[src/pkg/gpio_port_pkg.sv]
// Package for the port A / port E general purpose I/O block.
// Assumes a 32-bit AXI4-Lite register bus with word-aligned registers.
package gpio_port_pkg;
	localparam int unsigned ADDR_W = 6;
	localparam int unsigned DATA_W = 32;
	localparam int unsigned REG_W  = 8;

	// Register byte addresses
	localparam logic [ADDR_W-1:0] OFS_PORT_A_PINS = 6'h00;
	localparam logic [ADDR_W-1:0] OFS_PORT_A_LAT  = 6'h04;
	localparam logic [ADDR_W-1:0] OFS_PORT_A_DIR  = 6'h08;
	localparam logic [ADDR_W-1:0] OFS_PORT_E_PINS = 6'h0C;
	localparam logic [ADDR_W-1:0] OFS_PORT_E_LAT  = 6'h10;
	localparam logic [ADDR_W-1:0] OFS_PORT_E_DIR  = 6'h14;
	localparam logic [ADDR_W-1:0] OFS_CONV_CFG    = 6'h18;
	localparam logic [ADDR_W-1:0] OFS_PORT_D_DATA = 6'h1C;
	localparam logic [ADDR_W-1:0] OFS_SYS_CFG     = 6'h20;

	// Reset values
	localparam logic [7:0] RST_PORT_A_DIR = 8'hFF;
	localparam logic [7:0] RST_PORT_E_DIR = 8'h07;
	localparam logic [7:0] RST_CONV_CFG   = 8'h00;
	localparam logic [7:0] RST_LAT        = 8'h00;
	localparam logic [2:0] RST_SYS_CFG    = 3'h0;

	// Field layouts
	localparam int unsigned PE_BITS     = 3;
	localparam int unsigned PE_IN_ONLY  = 3;
	localparam int unsigned DIRE_MODE   = 4;
	localparam int unsigned DIRE_OVF    = 5;
	localparam int unsigned DIRE_OUTF   = 6;
	localparam int unsigned DIRE_INF    = 7;
	localparam int unsigned CFG_PCFG_LO = 0;
	localparam int unsigned CFG_PCFG_HI = 3;
	localparam int unsigned CFG_W_MASK_HI = 5;
	localparam int unsigned SYS_OSC     = 0;
	localparam int unsigned SYS_MASTER_CLEAR_INPUT_EN = 1;
	localparam int unsigned SYS_POR     = 2;
	localparam logic [7:0] OSC_MASK     = 8'hC0;
	localparam logic [7:0] CONV_MASK    = 8'h3F;
	localparam logic [7:0] ANALOG_PINS  = 8'h2F;
	localparam logic [3:0] PCFG_ALL_DIG = 4'hF;
	localparam logic [3:0] PCFG_LEVELS  = 4'h7;
	localparam int unsigned PA_OD       = 4;

	localparam logic [1:0] RESP_OKAY   = 2'b00;
	localparam logic [1:0] RESP_SLVERR = 2'b10;
endpackage

[src/logic/general_io_port_pins.sv]
// General purpose I/O port A (8 bits) and port E (3 bits plus input-only)
// with a parallel slave port on port D (strobes on port E), registers over AXI4-Lite.
// Assumes asynchronous pins; every pin input is synchronised first.
//
// Chosen here: the AXI4-Lite register port and the placing of the registers.
module general_io_port_pins #(
	parameter int unsigned PA_W = 8
) (
	input  wire logic                                i_sys_clk,
	input  wire logic                                i_rst,
	input  wire logic [gpio_port_pkg::ADDR_W-1:0]    i_awaddr,
	input  wire logic                                i_awvalid,
	output logic                                     o_awready,
	input  wire logic [gpio_port_pkg::DATA_W-1:0]    i_wdata,
	input  wire logic [3:0]                          i_wstrb,
	input  wire logic                                i_wvalid,
	output logic                                     o_wready,
	output logic [1:0]                               o_bresp,
	output logic                                     o_bvalid,
	input  wire logic                                i_bready,
	input  wire logic [gpio_port_pkg::ADDR_W-1:0]    i_araddr,
	input  wire logic                                i_arvalid,
	output logic                                     o_arready,
	output logic [gpio_port_pkg::DATA_W-1:0]         o_rdata,
	output logic [1:0]                               o_rresp,
	output logic                                     o_rvalid,
	input  wire logic                                i_rready,
	input  wire logic [PA_W-1:0]                     i_port_a_pin,
	output logic      [PA_W-1:0]                     o_port_a_pin,
	output logic      [PA_W-1:0]                     o_port_a_pin_oe,
	output logic      [PA_W-1:0]                     o_port_a_analog,
	input  wire logic [3:0]                          i_port_e_pin,
	output logic      [2:0]                          o_port_e_pin,
	output logic      [2:0]                          o_port_e_pin_oe,
	input  wire logic [7:0]                          i_port_d_pin,
	output logic      [7:0]                          o_port_d_pin,
	output logic      [7:0]                          o_port_d_pin_oe,
	output logic                                     o_schmitt_e,
	output logic                                     o_master_clear_n
);
	import gpio_port_pkg::*;

	logic [PA_W-1:0] pa_s1_ff, pa_s2_ff;
	logic [3:0]      pe_s1_ff, pe_s2_ff;
	logic [7:0]      pd_s1_ff, pd_s2_ff;
	logic [PA_W-1:0] pa_dir_ff, pa_lat_ff;
	logic [2:0]      pe_dir_ff, pe_lat_ff;
	logic [7:0]      conv_cfg_ff;
	logic [2:0]      sys_cfg_ff;
	logic            mode_ff, inf_ff, outf_ff, ovf_ff;
	logic [7:0]      pd_in_ff, pd_out_ff;
	logic            rd_act_ff, wr_act_ff;
	logic            aw_ff, w_ff;
	logic [ADDR_W-1:0] awaddr_ff;
	logic [7:0]      wbyte_ff;
	logic            wbyte_en_ff;

	// Two-stage synchronisers on every pin input
	always_ff @(posedge i_sys_clk or posedge i_rst) begin
		if (i_rst) begin
			pa_s1_ff <= '0;
			pa_s2_ff <= '0;
			pe_s1_ff <= '1;
			pe_s2_ff <= '1;
			pd_s1_ff <= '0;
			pd_s2_ff <= '0;
		end else begin
			pa_s1_ff <= i_port_a_pin;
			pa_s2_ff <= pa_s1_ff;
			pe_s1_ff <= i_port_e_pin;
			pe_s2_ff <= pe_s1_ff;
			pd_s1_ff <= i_port_d_pin;
			pd_s2_ff <= pd_s1_ff;
		end
	end

	// Analog map from converter config
	logic [PA_W-1:0] analog_map;
	logic [PA_W-1:0] osc_map;
	always_comb begin
		analog_map = '0;
		if (conv_cfg_ff[CFG_PCFG_HI:CFG_PCFG_LO] <= PCFG_LEVELS)
			analog_map = PA_W'(ANALOG_PINS);
		osc_map = sys_cfg_ff[SYS_OSC] ? PA_W'(OSC_MASK) : '0;
	end

	logic slave_sel, rd_strobe, wr_strobe;
	assign slave_sel = mode_ff && !pe_s2_ff[2];
	assign rd_strobe = slave_sel && !pe_s2_ff[0];
	assign wr_strobe = slave_sel && !pe_s2_ff[1];

	// Write channel: address and data taken in either order
	logic wr_go;
	logic nxt_aw, nxt_w, nxt_bvalid;
	assign wr_go = aw_ff && w_ff && !o_bvalid;
	// Next channel state, so both ready outputs can come from flops
	always_comb begin
		nxt_aw     = aw_ff;
		nxt_w      = w_ff;
		nxt_bvalid = o_bvalid;
		if (i_awvalid && o_awready)
			nxt_aw = 1'b1;
		if (i_wvalid && o_wready)
			nxt_w = 1'b1;
		if (wr_go) begin
			nxt_aw     = 1'b0;
			nxt_w      = 1'b0;
			nxt_bvalid = 1'b1;
		end else if (o_bvalid && i_bready) begin
			nxt_bvalid = 1'b0;
		end
	end
	always_ff @(posedge i_sys_clk or posedge i_rst) begin
		if (i_rst) begin
			o_awready   <= 1'b1;
			o_wready    <= 1'b1;
			aw_ff       <= 1'b0;
			w_ff        <= 1'b0;
			awaddr_ff   <= '0;
			wbyte_ff    <= '0;
			wbyte_en_ff <= 1'b0;
			o_bvalid    <= 1'b0;
			o_bresp     <= RESP_OKAY;
		end else begin
			o_awready <= !nxt_aw && !nxt_bvalid;
			o_wready  <= !nxt_w && !nxt_bvalid;
			if (i_awvalid && o_awready) begin
				aw_ff     <= 1'b1;
				awaddr_ff <= i_awaddr;
			end
			if (i_wvalid && o_wready) begin
				w_ff        <= 1'b1;
				wbyte_ff    <= i_wdata[REG_W-1:0];
				wbyte_en_ff <= i_wstrb[0];
			end
			if (wr_go) begin
				aw_ff    <= 1'b0;
				w_ff     <= 1'b0;
				o_bvalid <= 1'b1;
				o_bresp  <= addr_ok(awaddr_ff) ? RESP_OKAY : RESP_SLVERR;
			end else if (o_bvalid && i_bready) begin
				o_bvalid <= 1'b0;
			end
		end
	end

	function automatic logic addr_ok(input logic [ADDR_W-1:0] a);
		addr_ok = a == OFS_PORT_A_PINS || a == OFS_PORT_A_LAT ||
			a == OFS_PORT_A_DIR || a == OFS_PORT_E_PINS ||
			a == OFS_PORT_E_LAT || a == OFS_PORT_E_DIR ||
			a == OFS_CONV_CFG || a == OFS_PORT_D_DATA ||
			a == OFS_SYS_CFG;
	endfunction

	logic do_wr;
	assign do_wr = wr_go && wbyte_en_ff;

	// Port A registers
	always_ff @(posedge i_sys_clk or posedge i_rst) begin
		if (i_rst) begin
			pa_dir_ff <= PA_W'(RST_PORT_A_DIR);
			pa_lat_ff <= PA_W'(RST_LAT);
		end else if (do_wr) begin
			if (awaddr_ff == OFS_PORT_A_PINS ||
				awaddr_ff == OFS_PORT_A_LAT)
				pa_lat_ff <= PA_W'(wbyte_ff);
			if (awaddr_ff == OFS_PORT_A_DIR)
				pa_dir_ff <= PA_W'(wbyte_ff);
		end
	end

	// Port E and configuration registers
	always_ff @(posedge i_sys_clk or posedge i_rst) begin
		if (i_rst) begin
			pe_dir_ff   <= RST_PORT_E_DIR[PE_BITS-1:0];
			pe_lat_ff   <= RST_LAT[PE_BITS-1:0];
			mode_ff     <= 1'b0;
			conv_cfg_ff <= RST_CONV_CFG;
			sys_cfg_ff  <= RST_SYS_CFG;
		end else if (do_wr) begin
			unique case (awaddr_ff)
				OFS_PORT_E_PINS, OFS_PORT_E_LAT:
					pe_lat_ff <= wbyte_ff[PE_BITS-1:0];
				OFS_PORT_E_DIR: begin
					pe_dir_ff <= wbyte_ff[PE_BITS-1:0];
					mode_ff   <= wbyte_ff[DIRE_MODE];
				end
				OFS_CONV_CFG:
					conv_cfg_ff <= wbyte_ff & CONV_MASK;
				OFS_SYS_CFG:
					sys_cfg_ff <= wbyte_ff[SYS_POR:SYS_OSC];
				default: ;
			endcase
		end
	end

	// Read request decode, shared with the slave-port flag clear
	logic [ADDR_W-1:0] ar_addr_q;
	logic              rd_en;
	assign ar_addr_q = i_araddr;
	assign rd_en = i_arvalid && o_arready;

	// Parallel slave port: strobe edges move port D data
	logic pe_rd_clr, pe_wr_clr;
	assign pe_rd_clr = rd_en && ar_addr_q == OFS_PORT_D_DATA;
	assign pe_wr_clr = do_wr && awaddr_ff == OFS_PORT_D_DATA;
	always_ff @(posedge i_sys_clk or posedge i_rst) begin
		if (i_rst) begin
			rd_act_ff <= 1'b0;
			wr_act_ff <= 1'b0;
			inf_ff    <= 1'b0;
			outf_ff   <= 1'b0;
			ovf_ff    <= 1'b0;
			pd_in_ff  <= '0;
			pd_out_ff <= '0;
		end else begin
			rd_act_ff <= rd_strobe;
			wr_act_ff <= wr_strobe;
			// Set wins over a clear in the same cycle
			if (wr_act_ff && !wr_strobe) begin
				pd_in_ff <= pd_s2_ff;
				if (inf_ff && !pe_rd_clr)
					ovf_ff <= 1'b1;
				inf_ff <= 1'b1;
			end else if (pe_rd_clr) begin
				inf_ff <= 1'b0;
			end
			if (pe_wr_clr) begin
				pd_out_ff <= wbyte_ff;
				outf_ff   <= 1'b1;
			end else if (rd_act_ff && !rd_strobe) begin
				outf_ff <= 1'b0;
			end
			if (do_wr && awaddr_ff == OFS_PORT_E_DIR &&
				!wbyte_ff[DIRE_OVF] && !(wr_act_ff && !wr_strobe))
				ovf_ff <= 1'b0;
		end
	end

	// Read channel: one read in flight; ready is the registered inverse
	// of the next valid, so it tracks a decode of valid cycle for cycle
	logic nxt_rvalid;
	always_comb begin
		nxt_rvalid = o_rvalid;
		if (rd_en)
			nxt_rvalid = 1'b1;
		else if (o_rvalid && i_rready)
			nxt_rvalid = 1'b0;
	end

	logic [7:0] rd_byte;
	logic [PA_W-1:0] pa_pins_vis;
	always_comb begin
		// Analog and oscillator bits read zero in the pins register; latch and direction reads mask only the oscillator bits
		pa_pins_vis = pa_s2_ff & ~analog_map & ~osc_map;
		rd_byte = '0;
		unique case (ar_addr_q)
			OFS_PORT_A_PINS: rd_byte = 8'(pa_pins_vis);
			OFS_PORT_A_LAT:  rd_byte = 8'(pa_lat_ff & ~osc_map);
			OFS_PORT_A_DIR:  rd_byte = 8'(pa_dir_ff & ~osc_map);
			OFS_PORT_E_PINS: begin
				rd_byte[PE_BITS-1:0] = pe_s2_ff[PE_BITS-1:0];
				rd_byte[PE_IN_ONLY] = pe_s2_ff[PE_IN_ONLY] &
					~sys_cfg_ff[SYS_MASTER_CLEAR_INPUT_EN];
			end
			OFS_PORT_E_LAT:  rd_byte[PE_BITS-1:0] = pe_lat_ff;
			OFS_PORT_E_DIR: begin
				rd_byte[PE_BITS-1:0] = pe_dir_ff;
				rd_byte[DIRE_MODE] = mode_ff;
				rd_byte[DIRE_OVF]  = ovf_ff;
				rd_byte[DIRE_OUTF] = outf_ff;
				rd_byte[DIRE_INF]  = inf_ff;
			end
			OFS_CONV_CFG:    rd_byte = conv_cfg_ff;
			OFS_PORT_D_DATA: rd_byte = pd_in_ff;
			OFS_SYS_CFG:     rd_byte = 8'(sys_cfg_ff);
			default:         rd_byte = '0;
		endcase
	end

	always_ff @(posedge i_sys_clk or posedge i_rst) begin
		if (i_rst) begin
			o_rvalid  <= 1'b0;
			o_arready <= 1'b1;
			o_rdata   <= '0;
			o_rresp   <= RESP_OKAY;
		end else begin
			o_rvalid  <= nxt_rvalid;
			o_arready <= !nxt_rvalid;
			if (rd_en) begin
				o_rdata <= DATA_W'(rd_byte);
				o_rresp <= addr_ok(ar_addr_q) ? RESP_OKAY :
					RESP_SLVERR;
			end
		end
	end

	// Pin drivers
	genvar gi;
	generate
		for (gi = 0; gi < PA_W; gi++) begin : g_pa
			always_ff @(posedge i_sys_clk or posedge i_rst) begin
				if (i_rst) begin
					o_port_a_pin[gi]    <= 1'b0;
					o_port_a_pin_oe[gi] <= 1'b0;
					o_port_a_analog[gi] <= ANALOG_PINS[gi];
				end else begin
					o_port_a_analog[gi] <= analog_map[gi];
					if (osc_map[gi]) begin
						o_port_a_pin[gi]    <= 1'b0;
						o_port_a_pin_oe[gi] <= 1'b0;
					end else if (gi == PA_OD) begin
						// Open drain: only ever pulls low
						o_port_a_pin[gi]    <= 1'b0;
						o_port_a_pin_oe[gi] <= !pa_dir_ff[gi] &&
							!pa_lat_ff[gi];
					end else begin
						o_port_a_pin[gi]    <= pa_lat_ff[gi];
						o_port_a_pin_oe[gi] <= !pa_dir_ff[gi];
					end
				end
			end
		end
	endgenerate

	// Port E drivers; slave mode forces strobe pins to inputs
	always_ff @(posedge i_sys_clk or posedge i_rst) begin
		if (i_rst) begin
			o_port_e_pin    <= '0;
			o_port_e_pin_oe <= '0;
		end else begin
			o_port_e_pin    <= pe_lat_ff;
			o_port_e_pin_oe <= mode_ff ? '0 : ~pe_dir_ff;
		end
	end

	// Port D drives only while an external read is under way
	always_ff @(posedge i_sys_clk or posedge i_rst) begin
		if (i_rst) begin
			o_port_d_pin    <= '0;
			o_port_d_pin_oe <= '0;
		end else begin
			o_port_d_pin    <= pd_out_ff;
			o_port_d_pin_oe <= {8{rd_strobe}};
		end
	end

	// Buffer select and master clear; the clear uses the synced pin,
	// trading two cycles of latency for no metastable reset request
	always_ff @(posedge i_sys_clk or posedge i_rst) begin
		if (i_rst) begin
			o_schmitt_e      <= 1'b1;
			o_master_clear_n <= 1'b1;
		end else begin
			o_schmitt_e      <= !mode_ff;
			o_master_clear_n <= !(sys_cfg_ff[SYS_MASTER_CLEAR_INPUT_EN] &&
				!pe_s2_ff[PE_IN_ONLY]);
		end
	end

endmodule // general_io_port_pins

[config.mk]
export PLATFORM = sky130hd
export DESIGN_NAME = general_io_port_pins
export DESIGN_NICKNAME = d
export VERILOG_FILES = /design/src/pkg/gpio_port_pkg.sv /design/src/logic/general_io_port_pins.sv
export SDC_FILE = /design/constraint.sdc
export NUM_CORES = 1
export LEC_CHECK = 0
export BUFFER_PORTS_ARGS = -buffer_cell sky130_fd_sc_hd__buf_2
export CAP_MARGIN = 5
export CORE_UTILIZATION = 52
export CTS_CLUSTER_DIAMETER = 80
export DETAILED_ROUTE_END_ITERATION = 7
export HOLD_SLACK_MARGIN = 0.15
export PLACE_DENSITY_LB_ADDON = 0.3
export SLEW_MARGIN = 0
export SYNTH_ARGS = -nofsm -noshare
export SYNTH_HDL_FRONTEND = slang
export SYNTH_SLANG_ARGS = --single-unit
[constraint.sdc]
create_clock -name i_sys_clk -period 6.3 [get_ports i_sys_clk]
set_input_delay 0.945 -clock i_sys_clk [delete_from_list [all_inputs] [get_ports i_sys_clk]]
set_output_delay 0.945 -clock i_sys_clk [all_outputs]
set_load 0.01 [all_outputs]
Yosys cells after proc, flatten, opt, wreduce, memory -nomap -nowiden

Index checks and enable logic that the tools add are counted.

Bits in registers: 167
Latch bits: 0
Bits in writable memories: 0
Memory bits (read-only): 0
Bits of input ports: 75
Memories kept: 0

Add/subtract/negate cells: 0
$mul: 0
Div/mod/pow operators: 0
$lt $le $gt $ge: 1
Eq/ne operators: 16
Shifts and indexed selects: 0
Multiplexer cells: 38
Bitwise operators: 9
Reduce and logical (&&, ||, !) cells: 78

Operators by type and width:

| operator                                             | count |
|---|---|
| == test 6 x 5 -> 1 bit (second input constant)       | 8 |
| bitwise AND 8 bit                                    | 4 |
| 2-to-1 mux 1 bit                                     | 30 |
| one-hot mux 3 bit (9 select lines)                   | 1 |
| zero test 1 bit                                      | 25 |
| == test 6 x 4 -> 1 bit (second input constant)       | 4 |
| one-hot mux 4 bit (6 select lines)                   | 1 |
| logical AND 1 bit                                    | 23 |
| logical OR 1 bit                                     | 16 |
| inverter 8 bit                                       | 2 |
| AND reduction 2 bit                                  | 7 |
| == test 6 x 3 -> 1 bit (second input constant)       | 2 |
| == test 6 bit (second input constant)                | 2 |
| zero test 6 bit                                      | 2 |
| 2-to-1 mux 8 bit                                     | 1 |
| nonzero test 2 bit                                   | 4 |
| 2-to-1 mux 6 bit                                     | 1 |
| one-hot mux 1 bit (6 select lines)                   | 1 |
| <= comparator 4 x 3 -> 1 bit (second input constant) | 1 |
| 2-to-1 mux 2 bit                                     | 2 |
| 2-to-1 mux 3 bit                                     | 1 |
| inverter 3 bit                                       | 1 |
| OR reduction 2 bit                                   | 1 |
| bitwise AND 1 bit                                    | 1 |
| inverter 1 bit                                       | 1 |

Longest topological paths before layout

Gate-level depths: netlist (run 1).

Depth in word-level cells: 10
Depth in mapped cells: 6

Least setup slack after synthesis (run 1)

OpenSTA, ideal clock, no wires.

Kind: input port to flip-flop
From: input i_araddr[3] (netlist bit)
To: register o_rdata[2] (netlist bit)
Setup time: 82 ps
Arrival time: 2031 ps
Data required time: 6218 ps
Slack: 4187 ps
Stages: 5
Path buffers: 1
Path through: buf_6 or3_4 nor4b_2 a221oi_1 a31oi_1

Cells in the longest elaborated chain, start to end: 2

Ends and longest elaborated chain:

| what                                        | RTL line                    | source |
|---|---|---|
| from (decl)                                 | general_io_port_pins.sv:21  | `input wire logic [gpio_port_pkg::ADDR_W-1:0] i_araddr,` |
| == test 6 bit, or another cell as far along | general_io_port_pins.sv:257 | `unique case (ar_addr_q)` |
| one-hot mux 3 bit (9 select lines) (*)      | general_io_port_pins.sv:257 |  |
| to (signal assigned)                        | general_io_port_pins.sv:291 | `o_rdata <= DATA_W'(rd_byte);` |
| to (decl)                                   | general_io_port_pins.sv:24  | `output logic [gpio_port_pkg::DATA_W-1:0] o_rdata,` |

Every way passes the cells marked *; elsewhere a longest branch is shown, timed or not.
A chain may end at the register's enable or synchronous reset.

Final worst setup path (run 1)

From: input i_araddr[4] (netlist bit)
To: register o_rdata[7] (netlist bit)

Cells in the longest elaborated chain, start to end: 2

Ends and longest elaborated chain:

| what                                                 | RTL line |
|---|---|
| == test 6 x 5 -> 1 bit, or another cell as far along | general_io_port_pins.sv:257 |
| one-hot mux 4 bit (6 select lines) (*)               | general_io_port_pins.sv:257 |

Marked as above.

==> results by stage, run 1 <==
Synth:
- The post-synthesis instance area is ~6100 sq um.
- The flip-flop and latch count after synthesis is 157.
- Dividing the synthesized area by the synthesized cell count gives 14.3 sq um.
- The fraction of registers with async set/reset is 1.00.
- The number of enable flip-flop cells after synthesis is 0.
- Counting every instance in the synthesized netlist gives 424.
- The netlist uses 53 different library cells.
- The most used flip-flop cell after synthesis is sky130_fd_sc_hd__dfrtp_1.
- The sequential cell area fraction in the yosys report is 0.652.
- For this run, the number of Yosys warnings is 0.

Timing:
- The worst hold slack is 346 ps.
- The achievable frequency is about 460 MHz.
- The fraction of the cycle the final worst path needs is 0.346.
- The clock skew after layout is 7.27 ps.
- The final number of setup-violating endpoints is 0.
- Setup repair after global routing left no endpoint under its margin.
- The max-slew violation count is 0.
- The post-route minimum period is 2180 ps.
- The total negative setup slack is 0 ps.
- In this run the tightest slew margin relative to its limit is 0.426.
- The slew at the pin closest to its max-slew limit is 849 ps.
- The final hold violation count is 0.

Detailed routing:
- In this run the remaining antenna-violating nets after routing total 0.
- For this run, the detailed router's first-pass iteration total came to 4.
- The average vias per placed instance is 5.14.
- Summed over all layers, the routed wires come to 11.3 mm.
- The DRC violation count after routing is 0.
- Summed over all nets, wire length on met3 after detailed routing comes to 577 um.
- The violation count after the first detailed-routing iteration is ~180.
- The average wire per cell in the routed design is 16.6 um.
- The highest layer touched by signal routing is met4.
- The wire length on met1 is approximately 4.8 mm.
- The via count of the routed design is 3,503.
- After detailed routing, the met2 layer carries 5.64 mm of wire.

Critical path:
- STA classifies the critical path startpoint as an input pin.
- The worst flop-to-flop path endpoint is pa_lat_ff[7].
- The maximum fanout count along the critical path is 14.
- The launch instance of the worst register-to-register path is o_bvalid.
- Measured in cells, the most critical reg-to-reg path has a length of 4.
- Data on the critical path is required at its endpoint by 6630 ps.
- STA puts the critical path data arrival time at 2510 ps.
- The worst setup path is captured at a flip-flop.
- The path type of the worst setup path is in -> reg.
- For flop-to-flop paths, the worst setup slack is between 4000 and 5000 ps.

Worst hold path:
- The source of the worst hold timing path is pd_s1_ff[0].
- The tightest min-delay check is of the reg -> reg type.
- The worst hold path passes through 0 cells.
- For hold timing, the worst endpoint is pd_s2_ff[0].

Clock network:
- The maximum count of clock buffers along a single path is 2.
- After clock tree synthesis, the flow added hold-fix buffers numbering 0.
- The tree built by TritonCTS fans out to 157 sinks.
- The total CTS buffers is 17.
- The buffer cell driving the clock tree root is sky130_fd_sc_hd__clkbuf_16.
- The clock insertion delay at the later pin of the skew report is 430 ps.
- The number of H-tree levels is 4.
- The CTS tree is yes.
- The clock transition at the register clock pins on the worst setup and hold paths after CTS is around 60 ps.
- After clock tree synthesis, the setup repair step added 0 buffers.
- Post-CTS repair changed the size of 0 cells.

Floorplan:
- The chip height is approximately 110 um.
- The die area is 12,100 sq um.
- The die is 110 um wide.
- The initial utilization of the core area, before any placement, comes to 0.532.
- After floorplanning, the core was sized to cover 11,400 sq um.
- The number of rows created at floorplan is 39.
- For this design the top-level I/O count stands at 164.

Global routing:
- The pin count of the biggest net entering global routing is 88.
- Global routing finished with a remaining overflow of 0.
- The number of global-route vias before repair was 3,514.
- The first global-routing pass estimated 18.1 mm of wire.
- The number of antenna violations at the first check in global routing is 0.
- The global-route total usage across every layer is 0.210.

Cells and area:
- The antenna cell count is 0.
- The number of fill cells is 883.
- Leaving out fill and tap cells, the most frequent cell in the layout is sky130_fd_sc_hd__dfrtp_1.
- The relative area change from synthesis to final layout is 16.6%.
- The library cells used most frequently in the layout, excluding fill and tap cells, are 132 x sky130_fd_sc_hd__dfrtp_1, 106 x sky130_fd_sc_hd__buf_2, 65 x sky130_fd_sc_hd__mux2_2.
- In the final layout, the share of cells above drive strength 1 is 0.448.
- At the end of the flow, the number of nets in the layout was 600.

Power:
- The cell area power density is 405 nW/um^2.
- In this run the static leakage power is 3.39 nW.
- The worst-case IR drop observed on VDD is approximately 0.3 mV.

Placed design:
- The final estimated routing congestion in global placement is 0.769.
- The count of input and output buffers is 106.
- The placed wire-length estimate after detailed placement is between 7 and 8 mm.

Job:
- Max-cap violations in this run came to 0.

Status:
- The run finished with clean final reports.
==> worst max-delay path by stage <==
| stage | start | endpoint | cells past startpoint |
|---|---|---|---|
| final | i_araddr[4] | o_rdata[7] | 5 |
| after global routing | i_rst | conv_cfg_ff[2] | 3 |
| after CTS | i_araddr[4] | o_rdata[7] | 5 |
| after detailed placement | i_araddr[4] | o_rdata[7] | 5 |
| after global placement | i_araddr[4] | o_rdata[6] | 5 |
| after floorplan | i_rst | aw_ff | 1 |
==> cells by family (layout without fill, tap and decap cells) <==
family | Yosys count | in the layout | synth area share
compound gates | 48 | 48 | 0.0585
other cells | 1 | 30 | 0.000617
mux | 74 | 74 | 0.137
buf+inv | 66 | 151 | 0.0700
flops | 157 | 157 | 0.652
simple gates | 78 | 78 | 0.0818
==> sequential cells by signal, summed over array words and instances, names as in the netlist, 6 cells and up <==
signal,cells
awaddr_ff,6
pa_s1_ff,8
pd_out_ff,8
o_port_a_pin_oe,8
o_port_d_pin,8
wbyte_ff,8
o_rdata,8
pd_s2_ff,8
pd_s1_ff,8
conv_cfg_ff,6
pa_s2_ff,8
pa_lat_ff,8
pd_in_ff,8
pa_dir_ff,8
o_port_a_pin,7
==> through the flow <==
step,cells,worst slack (ps),instance area (sq um),utilization,power [mW]
after floorplan,453,1160,6180,-,1.78
after global placement,649,3770,6530,0.572,1.92
after detailed placement,649,3750,6530,0.572,1.95
after CTS,681,4190,7090,0.621,2.90
after global routing,681,3970,7090,0.621,3.04
final,681,4120,7090,0.621,2.87
==> cell usage after synthesis (3+ instances only) <==
cell                        instances  area, sq um
sky130_fd_sc_hd__buf_2              3         15.0
sky130_fd_sc_hd__mux2_2            65          732
sky130_fd_sc_hd__dfstp_2           25          657
sky130_fd_sc_hd__dfrtp_1          132         3300
sky130_fd_sc_hd__nor2_1            19         71.3
sky130_fd_sc_hd__a32oi_1            3         26.3
sky130_fd_sc_hd__a221oi_1           4         35.0
sky130_fd_sc_hd__buf_4             44          330
sky130_fd_sc_hd__nand2b_1           5         31.3
sky130_fd_sc_hd__nor3_1             4         20.0
sky130_fd_sc_hd__o21ai_0            8         40.0
sky130_fd_sc_hd__nor2b_1            9         56.3
sky130_fd_sc_hd__o2bb2ai_1          3         26.3
sky130_fd_sc_hd__nand2_1           18         67.6
sky130_fd_sc_hd__a21oi_1           11         55.1
sky130_fd_sc_hd__nor3_4             3         48.8
sky130_fd_sc_hd__mux2i_1            8         80.1
sky130_fd_sc_hd__inv_1             11         41.3
sky130_fd_sc_hd__a2bb2oi_1          3         26.3
sky130_fd_sc_hd__clkbuf_1           6         22.5
==> routing by layer <==
metal	track usage	vias up
met4	0.102	0
li1	-	1601
met5	0	-
met2	0.340	118
met3	0.0517	17
met1	0.264	1767
==> area by class of cell <==
| type | instances | area, sq um | area share |
|---|---|---|---|
| Sequential cell | 157 | 3960 | 0.559 |
| Multi-Input combinational cell | 230 | 1800 | 0.254 |
| Timing Repair Buffer | 108 | 546 | 0.0770 |
| Clock buffer | 22 | 464 | 0.0655 |
| Tap cell | 143 | 179 | 0.0253 |
| Clock inverter | 10 | 91.3 | 0.0129 |
| Inverter | 11 | 46.3 | 0.00653 |
==> critical path, stage by stage <==
cell                        delay (ps)
sky130_fd_sc_hd__buf_2             260
sky130_fd_sc_hd__nor4b_1           740
sky130_fd_sc_hd__nand2_1           210
sky130_fd_sc_hd__a2bb2oi_1         180
sky130_fd_sc_hd__o21ai_0           170
==> power by group <==
part	switching, mW	leakage [nW]	total [mW]	internal (mW)
combinational	0.227	1.22	0.475	0.248
sequential	0.196	1.91	1.45	1.26
clock	0.382	0.258	0.943	0.561
(Power assumes the default switching activity.)
==> run 2, diff against run 1 <==
--- a/config.mk
+++ b/config.mk
@@ -7,7 +7,7 @@
 export LEC_CHECK = 0
 export BUFFER_PORTS_ARGS = -buffer_cell sky130_fd_sc_hd__buf_2
 export CAP_MARGIN = 5
-export CORE_UTILIZATION = 52
+export CORE_UTILIZATION = 47
 export CTS_CLUSTER_DIAMETER = 80
 export DETAILED_ROUTE_END_ITERATION = 7
 export HOLD_SLACK_MARGIN = 0.15
==> constraint.sdc (replaced) <==
create_clock -name i_sys_clk -period 1.8 [get_ports i_sys_clk]
set_input_delay 0.27 -clock i_sys_clk [delete_from_list [all_inputs] [get_ports i_sys_clk]]
set_output_delay 0.27 -clock i_sys_clk [all_outputs]
set_load 0.01 [all_outputs]
==> run 2 against run 1 <==
Against the previous run: via count is 4.7% higher; clock-buffer cell count up 5; die area increased by 10%; critical path type is now reg -> reg; critical path depth shrank 1; cell count rose by 13%; global-route usage down 1.2 points; largest power group unchanged; register-to-register slack worse by 4200 ps; core utilization about the same.
==> results by stage, run 2 (synthesized netlist as in run 1, its figures left out) <==
Placed design:
- The congestion estimate from routability-driven global placement came to 0.848.
- The count of input and output buffers is between 100 and 150.
- Summed over all nets, the half-perimeter wirelength after detailed placement is 8.21 mm.
- The placed standard-cell area is just under 7000 sq um.

Power:
- The cell area power density is roughly 1400 nW/um^2.
- The leakage component of the power is 3.71 nW.
- Summing internal, switching and leakage power gives between 10 and 15 mW.
- The peak supply drop is around 0.75 mV.

Floorplan:
- The number of rows created at floorplan is 41.
- The boundary pin count is between 150 and 200.
- The die area is 13,400 sq um.
- In this run the horizontal extent of the chip is 116 um.
- In this run the vertical extent of the chip is 116 um.
- For this configuration, the core starts out at a cell density of 0.481.
- The core box area is 12,600 sq um.

Global routing:
- Entering global routing, the biggest net connects 65 pins.
- The global-route total usage across every layer is 0.197.
- The number of global-route vias before repair came to 3,747.
- The total overflow reported by the global router is 0.
- The first global-routing pass estimated between 15 and 20 mm of wire.
- The number of antenna violations at the first check in global routing came to 0.

Worst hold path:
- The min-delay analysis places its worst path in the category in -> reg.

Clock network:
- The number of clock buffers added by TritonCTS is 17.
- The clock insertion delay at the later pin of the skew report is between 400 and 500 ps.
- The number of sinks on the clock net is roughly 160.
- The buffer cell driving the clock tree root is sky130_fd_sc_hd__clkbuf_16.
- After clock tree synthesis, the clock-pin slew on the worst setup and hold paths is 60 ps.
- The clock passes through at most 2 buffers.
- The CTS tree is yes.
- The number of H-tree levels is 4.

Cells and area:
- In the layout the commonest cells are 132 x sky130_fd_sc_hd__dfrtp_1, 106 x sky130_fd_sc_hd__buf_2, 59 x sky130_fd_sc_hd__mux2_2.
- Leaving out fill and tap cells, the most frequent cell in the layout is sky130_fd_sc_hd__dfrtp_1.
- The ratio of cells with drive above 1 in the final layout is 0.433.
- The utilization of the core after routing is 0.620.
- The area of all placed cells without fillers is 7830 sq um.
- The area growth from synthesis to layout is 28.9%.
- The antenna cell count is 0.
- The number of nets at the end of the flow is between 600 and 700.

Timing:
- The fraction of the cycle the final worst path needs is 0.984.
- On the final layout, the worst hold slack is 208 ps.
- The final number of setup-violating endpoints is 0.
- In this run the tightest slew margin relative to its limit is 0.592.
- Static timing analysis puts the maximum clock frequency at 565 MHz.
- The clock skew after layout is 6.93 ps.
- The slew at the pin closest to its max-slew limit is 611 ps.
- Setup repair after global routing could not meet its margin everywhere.
- The max-slew violation count is 0.
- The final hold violation count is 0.
- The post-route minimum period is between 1500 and 2000 ps.

Status:
- The flow ran to the end, and the final reports show no timing, DRC or antenna violations.

Critical path:
- The path type of the worst setup path is reg -> reg.
- The worst setup path is launched from a flip-flop.
- The critical path arrival is ~2100 ps.
- The cell at the slowest stage of the critical path is sky130_fd_sc_hd__dfrtp_1.
- The maximum fanout count along the critical path is 5.
- The cell type group with the largest total delay on the critical path is simple AND/OR/NAND/NOR gates.
- The stage delay of the slowest cell on the critical path is 420 ps.
- The signal on the critical path passes through nor3b_4, nand3b_2, nor3_4, mux2_2.
- Counting both buffers and inverters, the worst setup path holds a total of 0.
- At the worst endpoint, the required time is 2110 ps.
- The endpoint kind of the worst setup timing path is a flip-flop.

Detailed routing:
- The aggregate routed wire length is about 12 mm.
- The highest routing layer actually used is met4.
- For this run, design rule violations remaining after detail routing come to 0.
- The detailed-routed wire length on met3 is 560 um.
- The violation count after the first detailed-routing iteration is 191.
- After detailed routing, the wire length on met1 is a little over 5 mm.
- The pre-antenna-repair detailed-routing pass consisted of 4 iterations.
- After detailed routing, the number of vias per cell comes to 4.75.
- In this run the remaining antenna-violating nets after routing total 0.
- The routed design uses 5.90 mm of met2 wire.
- The routed layout has 3,669 vias.
- The average wire per cell in the routed design is 15.4 um.

Job:
- The max-capacitance violation count is 0.
run 2: cell count changes in the layout (fill, tap and decap cells not counted), sizes merged:
cell / change
buf: +21
clkbuf: +5
dlygate4sd3: +41
bufinv: +2
inv: -1
clkinvlp: -3
clkinv: -3
run 2: cell type report:
class,count,area (sq um)
fill,965,4790
sequential,157,3960
multi-input combinational,230,1820
timing repair buffer,170,1170
clock buffer,27,513
tap,172,215
clock inverter,5,103
inverter,11,45.0
run 2: power breakdown:
part,total [mW],internal [mW],leakage [nW],switching (mW)
registers,5.06,4.41,1.91,0.657
logic,1.89,1.03,1.51,0.861
clock network,3.64,2.36,0.298,1.28
run 2: per-stage QoR:
stage	worst slack, ps	std cells	setup TNS (ps)
detailed placement	6.40	695	0
CTS	8.09	768	0
global route	-55.5	772	-547
finish	28.7	772	0
global placement	61.9	695	0
floorplan	-436	453	-57610
run 2: what timing repair did:
action                     4_1_cts  5_1_grt
hold endpoints to repair       173        0
resized for setup                0        8
hold buffers                    41        0
setup endpoints to repair        0       25
buffers inserted                 0        4
run 2: path summary, 6_finish.rpt:
kind | startpoint | to | cells past startpoint | slack, ps
min in group asynchronous | i_rst | pd_out_ff[6] | 4 | 510
max in group asynchronous | i_rst | pd_s2_ff[0] | 4 | 740
worst max register to register | awaddr_ff[1] | mode_ff | 4 | 30
worst min register to register | pd_s1_ff[0] | pd_s2_ff[0] | 0 | 350
worst min-delay path | i_araddr[0] | o_rresp[1] | 3 | 210
worst max-delay path | awaddr_ff[1] | mode_ff | 4 | 30
run 2: per-layer routing:
layer	GRT usage	vias up
met1	0.246	1790
met2	0.320	126
met5	0	-
met3	0.0507	25
met4	0.100	0
li1	-	1728
run 2: worst register-to-register path, cell delays in order (launching register included):
cell and delay [ps]:
sky130_fd_sc_hd__dfrtp_1 420, sky130_fd_sc_hd__nor3b_4 300, sky130_fd_sc_hd__nand3b_2 180, sky130_fd_sc_hd__nor3_4 380
sky130_fd_sc_hd__mux2_2 380
